==> config.mk <==
export PLATFORM = sky130hd
export DESIGN_NAME = smps_top
export DESIGN_NICKNAME = d
export VERILOG_FILES = /design/src/shared/smps_pkg.sv /design/src/shared/smps_strap_if.sv /design/src/hw/smps_strap_store.sv /design/src/hw/smps_top.sv
export VERILOG_INCLUDE_DIRS = /design/src /design/src/shared
export SDC_FILE = /design/constraint.sdc
export NUM_CORES = 1
export LEC_CHECK = 0
export BUFFER_PORTS_ARGS = -buffer_cell sky130_fd_sc_hd__buf_2
export CORE_MARGIN = 2
export CORE_UTILIZATION = 42
export DETAILED_ROUTE_END_ITERATION = 7
export PLACE_DENSITY = 0.74
export SYNTH_ARGS = -nofsm -noshare
export SYNTH_HDL_FRONTEND = slang
export SYNTH_HIERARCHICAL = 1
export SYNTH_SLANG_ARGS = --single-unit
==> constraint.sdc <==
create_clock -name clk_in -period 1.14 [get_ports clk_in]
set_input_delay 0.228 -clock clk_in [delete_from_list [all_inputs] [get_ports clk_in]]
set_output_delay 0.228 -clock clk_in [all_outputs]
set_load 0.05 [all_outputs]
==> src/shared/smps_defs.svh <==
// Purpose: constants for the strap mode pin select block
// Assumes: four-level straps arrive already resolved to a 2-bit level code
// Notes: definitions only
`ifndef SMPS_DEFS_SVH
`define SMPS_DEFS_SVH
// Four-level strap codes
`define SMPS_LVL_ZERO 2'h0
`define SMPS_LVL_R 2'h1
`define SMPS_LVL_FLOAT 2'h2
`define SMPS_LVL_ONE 2'h3
// Resolved level, gain and address widths and strap count
`define SMPS_LVL_W 2
`define SMPS_GAIN_W 4
`define SMPS_ADDR_W 4
`define SMPS_NUM_STRAPS 5
// Strap slots in the capture memory
`define SMPS_SLOT_MODE 3'h0
`define SMPS_SLOT_DP_HI 3'h1
`define SMPS_SLOT_DP_LO 3'h2
`define SMPS_SLOT_US_HI 3'h3
`define SMPS_SLOT_US_LO 3'h4
// Reset value of captured straps
`define SMPS_STRAP_RST 2'h0
`endif

==> src/shared/smps_pkg.sv <==
// Purpose: types for the strap mode pin select block
// Assumes: constants come from smps_defs.svh
// Notes: none
`include "smps_defs.svh"
package smps_pkg;
  typedef enum logic [1:0] {
    SMPS_MODE_PIN,
    SMPS_MODE_TEST,
    SMPS_MODE_I2C_LOW_V,
    SMPS_MODE_I2C_HIGH_V
  } smps_mode_t;
  typedef logic [`SMPS_LVL_W-1:0] smps_lvl_t;
endpackage

==> src/shared/smps_strap_if.sv <==
// Purpose: carries strap capture between top and the strap store
// Assumes: one clock domain
// Notes: none
`timescale 1ns/1ps
`include "smps_defs.svh"
interface smps_strap_if;
  import smps_pkg::*;
  logic capture;
  smps_lvl_t live [`SMPS_NUM_STRAPS];
  smps_lvl_t held [`SMPS_NUM_STRAPS];
  modport ctrl (output capture, output live, input held);
  modport store (input capture, input live, output held);
endinterface

==> src/hw/smps_strap_store.sv <==
// Purpose: holds the strap levels captured at each enable rise
// Assumes: capture is a one-cycle pulse
// Notes: read data come straight from registers
`timescale 1ns/1ps
`include "smps_defs.svh"
module smps_strap_store
  import smps_pkg::*;
(
  // Clock and reset
  input wire logic clk_in,
  input wire logic rst_n_in,
  // Strap carrier
  smps_strap_if.store sif
);
  smps_lvl_t mem [`SMPS_NUM_STRAPS];

  always_ff @(posedge clk_in or negedge rst_n_in) begin
    if (!rst_n_in) begin
      for (int i = 0; i < `SMPS_NUM_STRAPS; i++) begin
        mem[i] <= `SMPS_STRAP_RST;
      end
    end else if (sif.capture) begin
      for (int i = 0; i < `SMPS_NUM_STRAPS; i++) begin
        mem[i] <= sif.live[i];
      end
    end
  end

  assign sif.held = mem;
endmodule

==> src/hw/smps_top.sv <==
// Purpose: strap decoding and dual-use pin selection of a Type-C sink switch
// Assumes: straps arrive as resolved level codes synchronous to clk_in
// Notes: I2C transport is outside; it delivers register bits as plain ports
`timescale 1ns/1ps
`include "smps_defs.svh"
module smps_top
  import smps_pkg::*;
(
  // Clock and reset
  input wire logic clk_in,
  input wire logic nrst_in,
  // Enable and straps
  input wire logic enable_in,
  input wire logic [1:0] mode_strap_in,
  input wire logic [1:0] dp_gain_strap_hi_in,
  input wire logic [1:0] dp_gain_strap_lo_addr_hi_in,
  input wire logic [1:0] usb_down_gain_strap_hi_in,
  input wire logic [1:0] usb_down_gain_strap_lo_addr_lo_in,
  // Dual-use pins
  input wire logic flip_scl_in,
  input wire logic usb_path_control_sda_in,
  input wire logic dp_path_control_in,
  // Register state from the I2C side
  input wire logic reg_flip_in,
  input wire logic reg_usb_en_in,
  input wire logic reg_dp_en_in,
  // AUX and sideband pins
  input wire logic aux_pair_pos_in,
  input wire logic aux_pair_neg_in,
  output logic sbu1_out,
  output logic sbu2_out,
  // Decoded state
  output smps_mode_t mode_out,
  output logic i2c_active_out,
  output logic i2c_scl_out,
  output logic i2c_sda_out,
  output logic [`SMPS_ADDR_W-1:0] i2c_addr_out,
  output logic flip_out,
  output logic usb_en_out,
  output logic dp_en_out,
  output logic [`SMPS_GAIN_W-1:0] dp_gain_out,
  output logic [`SMPS_GAIN_W-1:0] usb_down_gain_out,
  output logic aux_snoop_out,
  output logic aux_snoop_pos_out,
  output logic aux_snoop_neg_out
);
  // ****************************************
  // Reset release
  // ****************************************
  logic rst_meta;
  logic rst_n;

  always_ff @(posedge clk_in or negedge nrst_in) begin
    if (!nrst_in) begin
      rst_meta <= 1'b0;
      rst_n <= 1'b0;
    end else begin
      rst_meta <= 1'b1;
      rst_n <= rst_meta;
    end
  end

  // ****************************************
  // Strap capture
  // ****************************************
  // Only the enable rise captures; the I2C register ports are untouched
  logic enable_q;
  wire enable_rise = enable_in & ~enable_q;
  smps_strap_if sif ();

  always_ff @(posedge clk_in or negedge rst_n) begin
    if (!rst_n) begin
      enable_q <= 1'b0;
    end else begin
      enable_q <= enable_in;
    end
  end

  assign sif.capture = enable_rise;
  assign sif.live[`SMPS_SLOT_MODE] = mode_strap_in;
  assign sif.live[`SMPS_SLOT_DP_HI] = dp_gain_strap_hi_in;
  assign sif.live[`SMPS_SLOT_DP_LO] = dp_gain_strap_lo_addr_hi_in;
  assign sif.live[`SMPS_SLOT_US_HI] = usb_down_gain_strap_hi_in;
  assign sif.live[`SMPS_SLOT_US_LO] = usb_down_gain_strap_lo_addr_lo_in;

  smps_strap_store i_smps_strap_store (
    .clk_in(clk_in),
    .rst_n_in(rst_n),
    .sif(sif)
  );

  // ****************************************
  // Decode
  // ****************************************
  function automatic smps_mode_t decode_mode(input smps_lvl_t lvl);
    smps_mode_t m;
    m = SMPS_MODE_PIN;
    unique case (lvl)
      `SMPS_LVL_ZERO: m = SMPS_MODE_PIN;
      `SMPS_LVL_R: m = SMPS_MODE_TEST;
      `SMPS_LVL_FLOAT: m = SMPS_MODE_I2C_LOW_V;
      `SMPS_LVL_ONE: m = SMPS_MODE_I2C_HIGH_V;
    endcase
    return m;
  endfunction

  // Two four-level straps form a 16-entry selection
  function automatic logic [`SMPS_GAIN_W-1:0] pair_code(input smps_lvl_t hi, input smps_lvl_t lo);
    return {hi, lo};
  endfunction

  wire smps_mode_t next_mode = decode_mode(sif.held[`SMPS_SLOT_MODE]);
  wire pin_mode = (next_mode == SMPS_MODE_PIN);
  wire next_flip = pin_mode ? flip_scl_in : reg_flip_in;
  wire next_usb_en = pin_mode ? usb_path_control_sda_in : reg_usb_en_in;
  wire next_dp_en = pin_mode ? dp_path_control_in : reg_dp_en_in;
  wire [`SMPS_ADDR_W-1:0] next_addr =
    pair_code(sif.held[`SMPS_SLOT_DP_LO], sif.held[`SMPS_SLOT_US_LO]);
  wire [`SMPS_GAIN_W-1:0] next_dp_gain =
    pair_code(sif.held[`SMPS_SLOT_DP_HI], sif.held[`SMPS_SLOT_DP_LO]);
  wire [`SMPS_GAIN_W-1:0] next_us_gain =
    pair_code(sif.held[`SMPS_SLOT_US_HI], sif.held[`SMPS_SLOT_US_LO]);
  // Snoop only makes sense when the AUX path is wired and registers reach it
  wire next_snoop = ~pin_mode;
  wire next_sbu1 = next_flip ? aux_pair_neg_in : aux_pair_pos_in;
  wire next_sbu2 = next_flip ? aux_pair_pos_in : aux_pair_neg_in;

  // ****************************************
  // Output registers
  // ****************************************
  always_ff @(posedge clk_in or negedge rst_n) begin
    if (!rst_n) begin
      mode_out <= SMPS_MODE_PIN;
      i2c_active_out <= 1'b0;
      i2c_scl_out <= 1'b1;
      i2c_sda_out <= 1'b1;
      i2c_addr_out <= '0;
      flip_out <= 1'b0;
      usb_en_out <= 1'b0;
      dp_en_out <= 1'b0;
      dp_gain_out <= '0;
      usb_down_gain_out <= '0;
      aux_snoop_out <= 1'b0;
      aux_snoop_pos_out <= 1'b0;
      aux_snoop_neg_out <= 1'b0;
      sbu1_out <= 1'b0;
      sbu2_out <= 1'b0;
    end else begin
      mode_out <= next_mode;
      i2c_active_out <= ~pin_mode;
      i2c_scl_out <= pin_mode ? 1'b1 : flip_scl_in;
      i2c_sda_out <= pin_mode ? 1'b1 : usb_path_control_sda_in;
      i2c_addr_out <= pin_mode ? '0 : next_addr;
      flip_out <= next_flip;
      usb_en_out <= next_usb_en;
      dp_en_out <= next_dp_en;
      dp_gain_out <= next_dp_gain;
      usb_down_gain_out <= next_us_gain;
      aux_snoop_out <= next_snoop;
      aux_snoop_pos_out <= aux_pair_pos_in;
      aux_snoop_neg_out <= aux_pair_neg_in;
      sbu1_out <= next_sbu1;
      sbu2_out <= next_sbu2;
    end
  end

  // ****************************************
  // Checks
  // ****************************************
  // Checks start one edge after reset release, so $past never sees reset-time inputs
  logic chk_on;

  always_ff @(posedge clk_in or negedge rst_n) begin
    if (!rst_n) begin
      chk_on <= 1'b0;
    end else begin
      chk_on <= 1'b1;
    end
  end
endmodule

**Word level (Yosys, flattened, before mapping)**

Index checks and enable logic that the tools add are counted.

- Equal/unequal tests: 3
- Multiplexer cells: 9
- Bitwise logic cells: 3
- Reduce and logical (&&, ||, !) cells: 2

Operators with widths:

| cell | number |
|---|---|
| $pmux W2 S4 | 1 |
| $mux W1 | 7 |
| $eq A2 B2 Y1 const B | 2 |
| $logic_not A2 Y1 | 2 |
| $mux W4 | 1 |
| $eq A2 B1 Y1 const B | 1 |
| $not A1 Y1 | 2 |
| $and A1 B1 Y1 | 1 |

- Register bits after elaboration: 37
- Bits of input ports: 21
- Output and inout bits: 25
- Word-level logic and storage cells: 39

**Depth between registers and ports, before layout**

- Depth in word-level cells: 5
- Mapped depth: 3
- Gate-level depth less buffers: 3

**Hierarchy**

The synthesis kept the hierarchy.

By module, submodules not included:

| module | times used | cells an instance | area an instance (um^2) | seq. area each (um^2) |
|---|---|---|---|---|
| smps_top | 1 | 46 | 830.8 | 678.2 |
| smps_strap_store | 1 | 21 | 411.6 | 250.2 |

**Worst setup path after synthesis**

No wires, ideal clock.

- Path type: reg-to-reg
- Start: register i_smps_strap_store.mem, in the netlist i_smps_strap_store/sif.held[9]
- End: register sbu1_out
- Data arrival time: 1.223 ns
- Data required time: 1.015 ns
- Path slack: -0.207 ns
- Cell stages (with the launch flop): 4
- Path buffers: 0
- Period minus slack after synthesis: 1.347 ns
- Path through: dfrtp_1 nor2_4 mux2i_1 mux2_2

- Longest elaborated chain between the ends: 5
- Elaborated cells between the ends (all ways): 8
- Those cells by class: eq/ne (3); mux (3); reduce/logical (2)

RTL lines:

| what | RTL line | RTL |
|---|---|---|
| start, declared | smps_strap_store.sv:15 | `` smps_lvl_t mem [`SMPS_NUM_STRAPS]; `` |
| start signal, assigned by index | smps_strap_store.sv:20 | `` mem[i] <= `SMPS_STRAP_RST; `` |
| start signal, assigned by index | smps_strap_store.sv:24 | `mem[i] <= sif.live[i];` |
| $eq A2 B2 Y1, or another cell as far along | smps_top.sv:98 | `unique case (lvl)` |
| $pmux W2 S4 (*) | smps_top.sv:98 |  |
| $logic_not A2 Y1 (*) | smps_top.sv:113 | `wire pin_mode = (next_mode == SMPS_MODE_PIN);` |
| $mux W1 (*) | smps_top.sv:114 | `wire next_flip = pin_mode ? flip_scl_in : reg_flip_in;` |
| $mux W1 (*) | smps_top.sv:125 | `wire next_sbu1 = next_flip ? aux_pair_neg_in : aux_pair_pos_in;` |
| named net next_sbu1 | smps_top.sv:125 |  |
| end signal, assigned | smps_top.sv:162 | `sbu1_out <= next_sbu1;` |
| end, declared | smps_top.sv:30 | `output logic sbu1_out,` |

The timed path passes the listed nets; every way through them passes the cells marked *.
A chain may end at the register's enable or synchronous reset.

**Worst setup path after layout**

- Start: register i_smps_strap_store.mem, in the netlist i_smps_strap_store/sif.held[9]
- End: register sbu2_out

- Longest elaborated chain between the ends: 5
- Elaborated cells between the ends (all ways): 8
- Those cells by class: eq/ne (3); mux (3); reduce/logical (2)

RTL lines:

| what | RTL line | RTL |
|---|---|---|
| $eq A2 B2 Y1, or another cell as far along | smps_top.sv:98 |  |
| $pmux W2 S4 (*) | smps_top.sv:98 |  |
| $logic_not A2 Y1 (*) | smps_top.sv:113 |  |
| $mux W1 (*) | smps_top.sv:114 |  |
| $mux W1 (*) | smps_top.sv:126 | `wire next_sbu2 = next_flip ? aux_pair_pos_in : aux_pair_neg_in;` |
| named net next_sbu2 | smps_top.sv:126 |  |
| end signal, assigned | smps_top.sv:163 | `sbu2_out <= next_sbu2;` |
| end, declared | smps_top.sv:31 | `output logic sbu2_out,` |

Marked as above.

==> impl_metrics.tcl <==
set metrics [dict create \
    p_comb_frac 0.315 \
    initial_core_util 0.447 \
    io_pins 46 \
    io_buffer_count 45 \
    grt_use_total 0.143 \
    die_w_um 58.4 \
    vias 709 \
    drtIter0Drc 2 \
    powerDensity_mw_per_mm2 1830 \
    grt_max_degree 20 \
    finalNonFillerCells 160 \
    grt_antenna_before_repair 0 \
    maxSlewViolCount 0 \
    power.leakage_nw 0.903 \
    maxCapViolCount 0 \
    start_kind "flip-flop" \
    critPathMaxStageDelay_ns 0.42 \
    drcViolationCount 0 \
    critical_path_class "flip-flop to flip-flop" \
    ys_top_cells_by_area "dfrtp_1 (70%), mux2_4 (12%), dfstp_2 (4.2%)" \
    viasPerCell 4.43 \
    ff2ff_setup_slack_ns -0.15 \
    worstPathRequired_ns 1.37 \
    place_inst 146 \
    critPathTopFamily "multiplexers" \
    intPower_mw 2.25 \
    n_antenna_cell 0 \
    arrival_ns 1.52 \
    core-area_mm2 0.00278 \
    hp-class "input port to flip-flop" \
    crit_buf_inv 0 \
    cts.clk_slew.worst_paths_ns 0.11 \
    synth_area_per_cell_um2 18.5 \
    dp_hpwl_um 1480 \
    pwr-share-seq 0.474 \
    synth_top_area_frac 0.705 \
    clock_path_buffers 2 \
    grt.busiest_layer "met2" \
    worst_setup_path_end_kind "flip-flop" \
    drive_gt1_frac 0.651 \
    final_antenna_net_count 0 \
    fin_crit_sh 1.13 \
    fin_nets 149 \
    setup-violations-final 6 \
    clkLatencyLatePin_ns 0.34 \
    grt_use_met1 0.156 \
    hold_viol_final 0 \
    switching_share 0.328 \
    wl_per_cell_um 13.1 \
    syn_inst 67 \
    ys_warn_count 6 \
    gr-usage-met2 0.234 \
    yosysMostFrequentCell "dfrtp_1" \
    die_h_um 58.4 \
    peakVddDrop_v 0.00144 \
    skew_ns 0.00696 \
    cts_sinks 37 \
    status "finished, violations left" \
    synth_seq_area_share 0.747 \
    synthesis.nets 88 \
    syn_to_final_growth_pct 47.1 \
    num_rows 19 \
    clock_tree.root_cell "clkbuf_4" \
    failed_checks "setup timing" \
    finalSetupTns_ns -0.727 \
    setup_ws_ns -0.153 \
    synth_ff_type "dfrtp_1" \
    pwr-share-clk 0.211 \
    synth-seq-cells 37 \
    drt_first_pass_iters 2 \
    yosysTopAreaCell "dfrtp_1" \
    cts_tree "done" \
    use_met3 0.0813 \
    fin_crit_ns 1.29 \
    async_reset_ff_frac 1.00 \
    postRouteWirelength_um 2090 \
    cts_buffers 5 \
    gr-total-overflow 0 \
    crit_path_cell_trace "nor2_4, mux2i_4, mux2_4" \
    fmax_ghz 0.774 \
    grt_pass1_vias 778 \
    crit_path_max_fanout 3 \
    grt_pass1_wl_um 3440 \
    synth_common_cells "dfrtp_1 (35), mux2_4 (10), and2b_2 (4), mux2_2 (4)" \
    netSwitchingPower_mw 1.10 \
    synth_cell_types 15 \
    htreeDepth 2 \
    synth_edf_count 0 \
    die_area_mm2 0.00341 \
    crit_slowest_cell "dfrtp_1" \
    rsz0062_at_grt "yes" \
    syn_area_mm2 0.00124 \
    place_congestion 0.629 \
]
power by group through the flow:
stage | clock network (mW) | logic (mW) | registers [mW]
2_1_floorplan | 0 | 0.211 | 2.02
3_3_place_gp | 0 | 0.850 | 1.58
3_5_place_dp | 0 | 0.858 | 1.59
4_1_cts | 0.730 | 1.03 | 1.58
5_1_grt | 0.800 | 1.10 | 1.61
6_report | 0.705 | 1.05 | 1.59
per-stage QoR:
step | area (um2) | util | power (mW) | hold slack, ns | worst slack (ns)
after floorplan | 1250 | - | 2.23 | -0.0676 | -0.192
after global placement | 1530 | 0.550 | 2.43 | 0.0153 | -0.114
after detailed placement | 1530 | 0.550 | 2.44 | 0.0179 | -0.139
after CTS | 1770 | 0.637 | 3.34 | 0.00937 | -0.151
after global routing | 1830 | 0.657 | 3.51 | 0.0868 | -0.191
final | 1830 | 0.657 | 3.35 | 0.0962 | -0.153
cells by family (layout without fill, tap and decap cells):
kind of cell / count (synthesis) / in the layout / synth area share
simple gates: 8 / 8 / 0.0524
buf+inv: 6 / 68 / 0.0322
other cells: 1 / 1 / 0.00302
flops: 37 / 37 / 0.747
mux: 15 / 15 / 0.165
area by class of cell:
cell class                      count  area, um2
Clock buffer                        8       58.8
Timing Repair Buffer               58        500
Inverter                            2       7.51
Multi-Input combinational cell     24        294
Tap cell                           31       38.8
Fill cell                         211        953
Sequential cell                    37        928
path summary, 6_finish.rpt:
path,from,endpoint,cells past startpoint
min in group asynchronous,nrst_in,rst_meta,2
worst min-delay path,usb_path_control_sda_in,i2c_sda_out,2
worst min register to register,rst_n,dp_gain_out[2],1
max in group asynchronous,rst_n,i2c_scl_out,1
worst max-delay path,i_smps_strap_store/sif.held[9],sbu2_out,3
worst max register to register,i_smps_strap_store/sif.held[9],sbu2_out,3
flip-flops by register name, indices dropped and copies added, names as in the netlist:
register	cells
i2c_addr_out	4
i2c_scl_out	1
aux_snoop_neg_out	1
flip_out	1
usb_en_out	1
aux_snoop_out	1
sbu1_out	1
rst_meta	1
i2c_sda_out	1
enable_q	1
dp_en_out	1
mode_out	2
sbu2_out	1
dp_gain_out	4
usb_down_gain_out	4
i_smps_strap_store/sif.held	10
rst_n	1
aux_snoop_pos_out	1
repair_timing:
item	4_1_cts	5_1_grt
pin swaps	1	1
gates resized for setup	46	11
setup buffers	2	1
endpoints found under the hold margin	3	2
setup endpoints to repair	29	43
hold buffers	2	2
worst register-to-register path, stage by stage (launching register included):
cell and delay (ns):
dfrtp_1 0.42, nor2_4 0.15, mux2i_4 0.28, mux2_4 0.32
placed cells by master (no fill, tap or decap), drive strengths merged:
cell	n
and2b	4
buf	54
clkbuf	8
conb	1
dfrtp	35
dfstp	2
dlygate4sd3	4
inv	2
mux2	14
mux2i	1
nor2	1
nor2b	1
or2	2
layer usage:
layer	part of all wire	routed length [um]
met3	0.079	166
met2	0.51	1080
met1	0.40	826
met5	0	0
met4	0.010	21
Power figures use the tool's default switching activity.
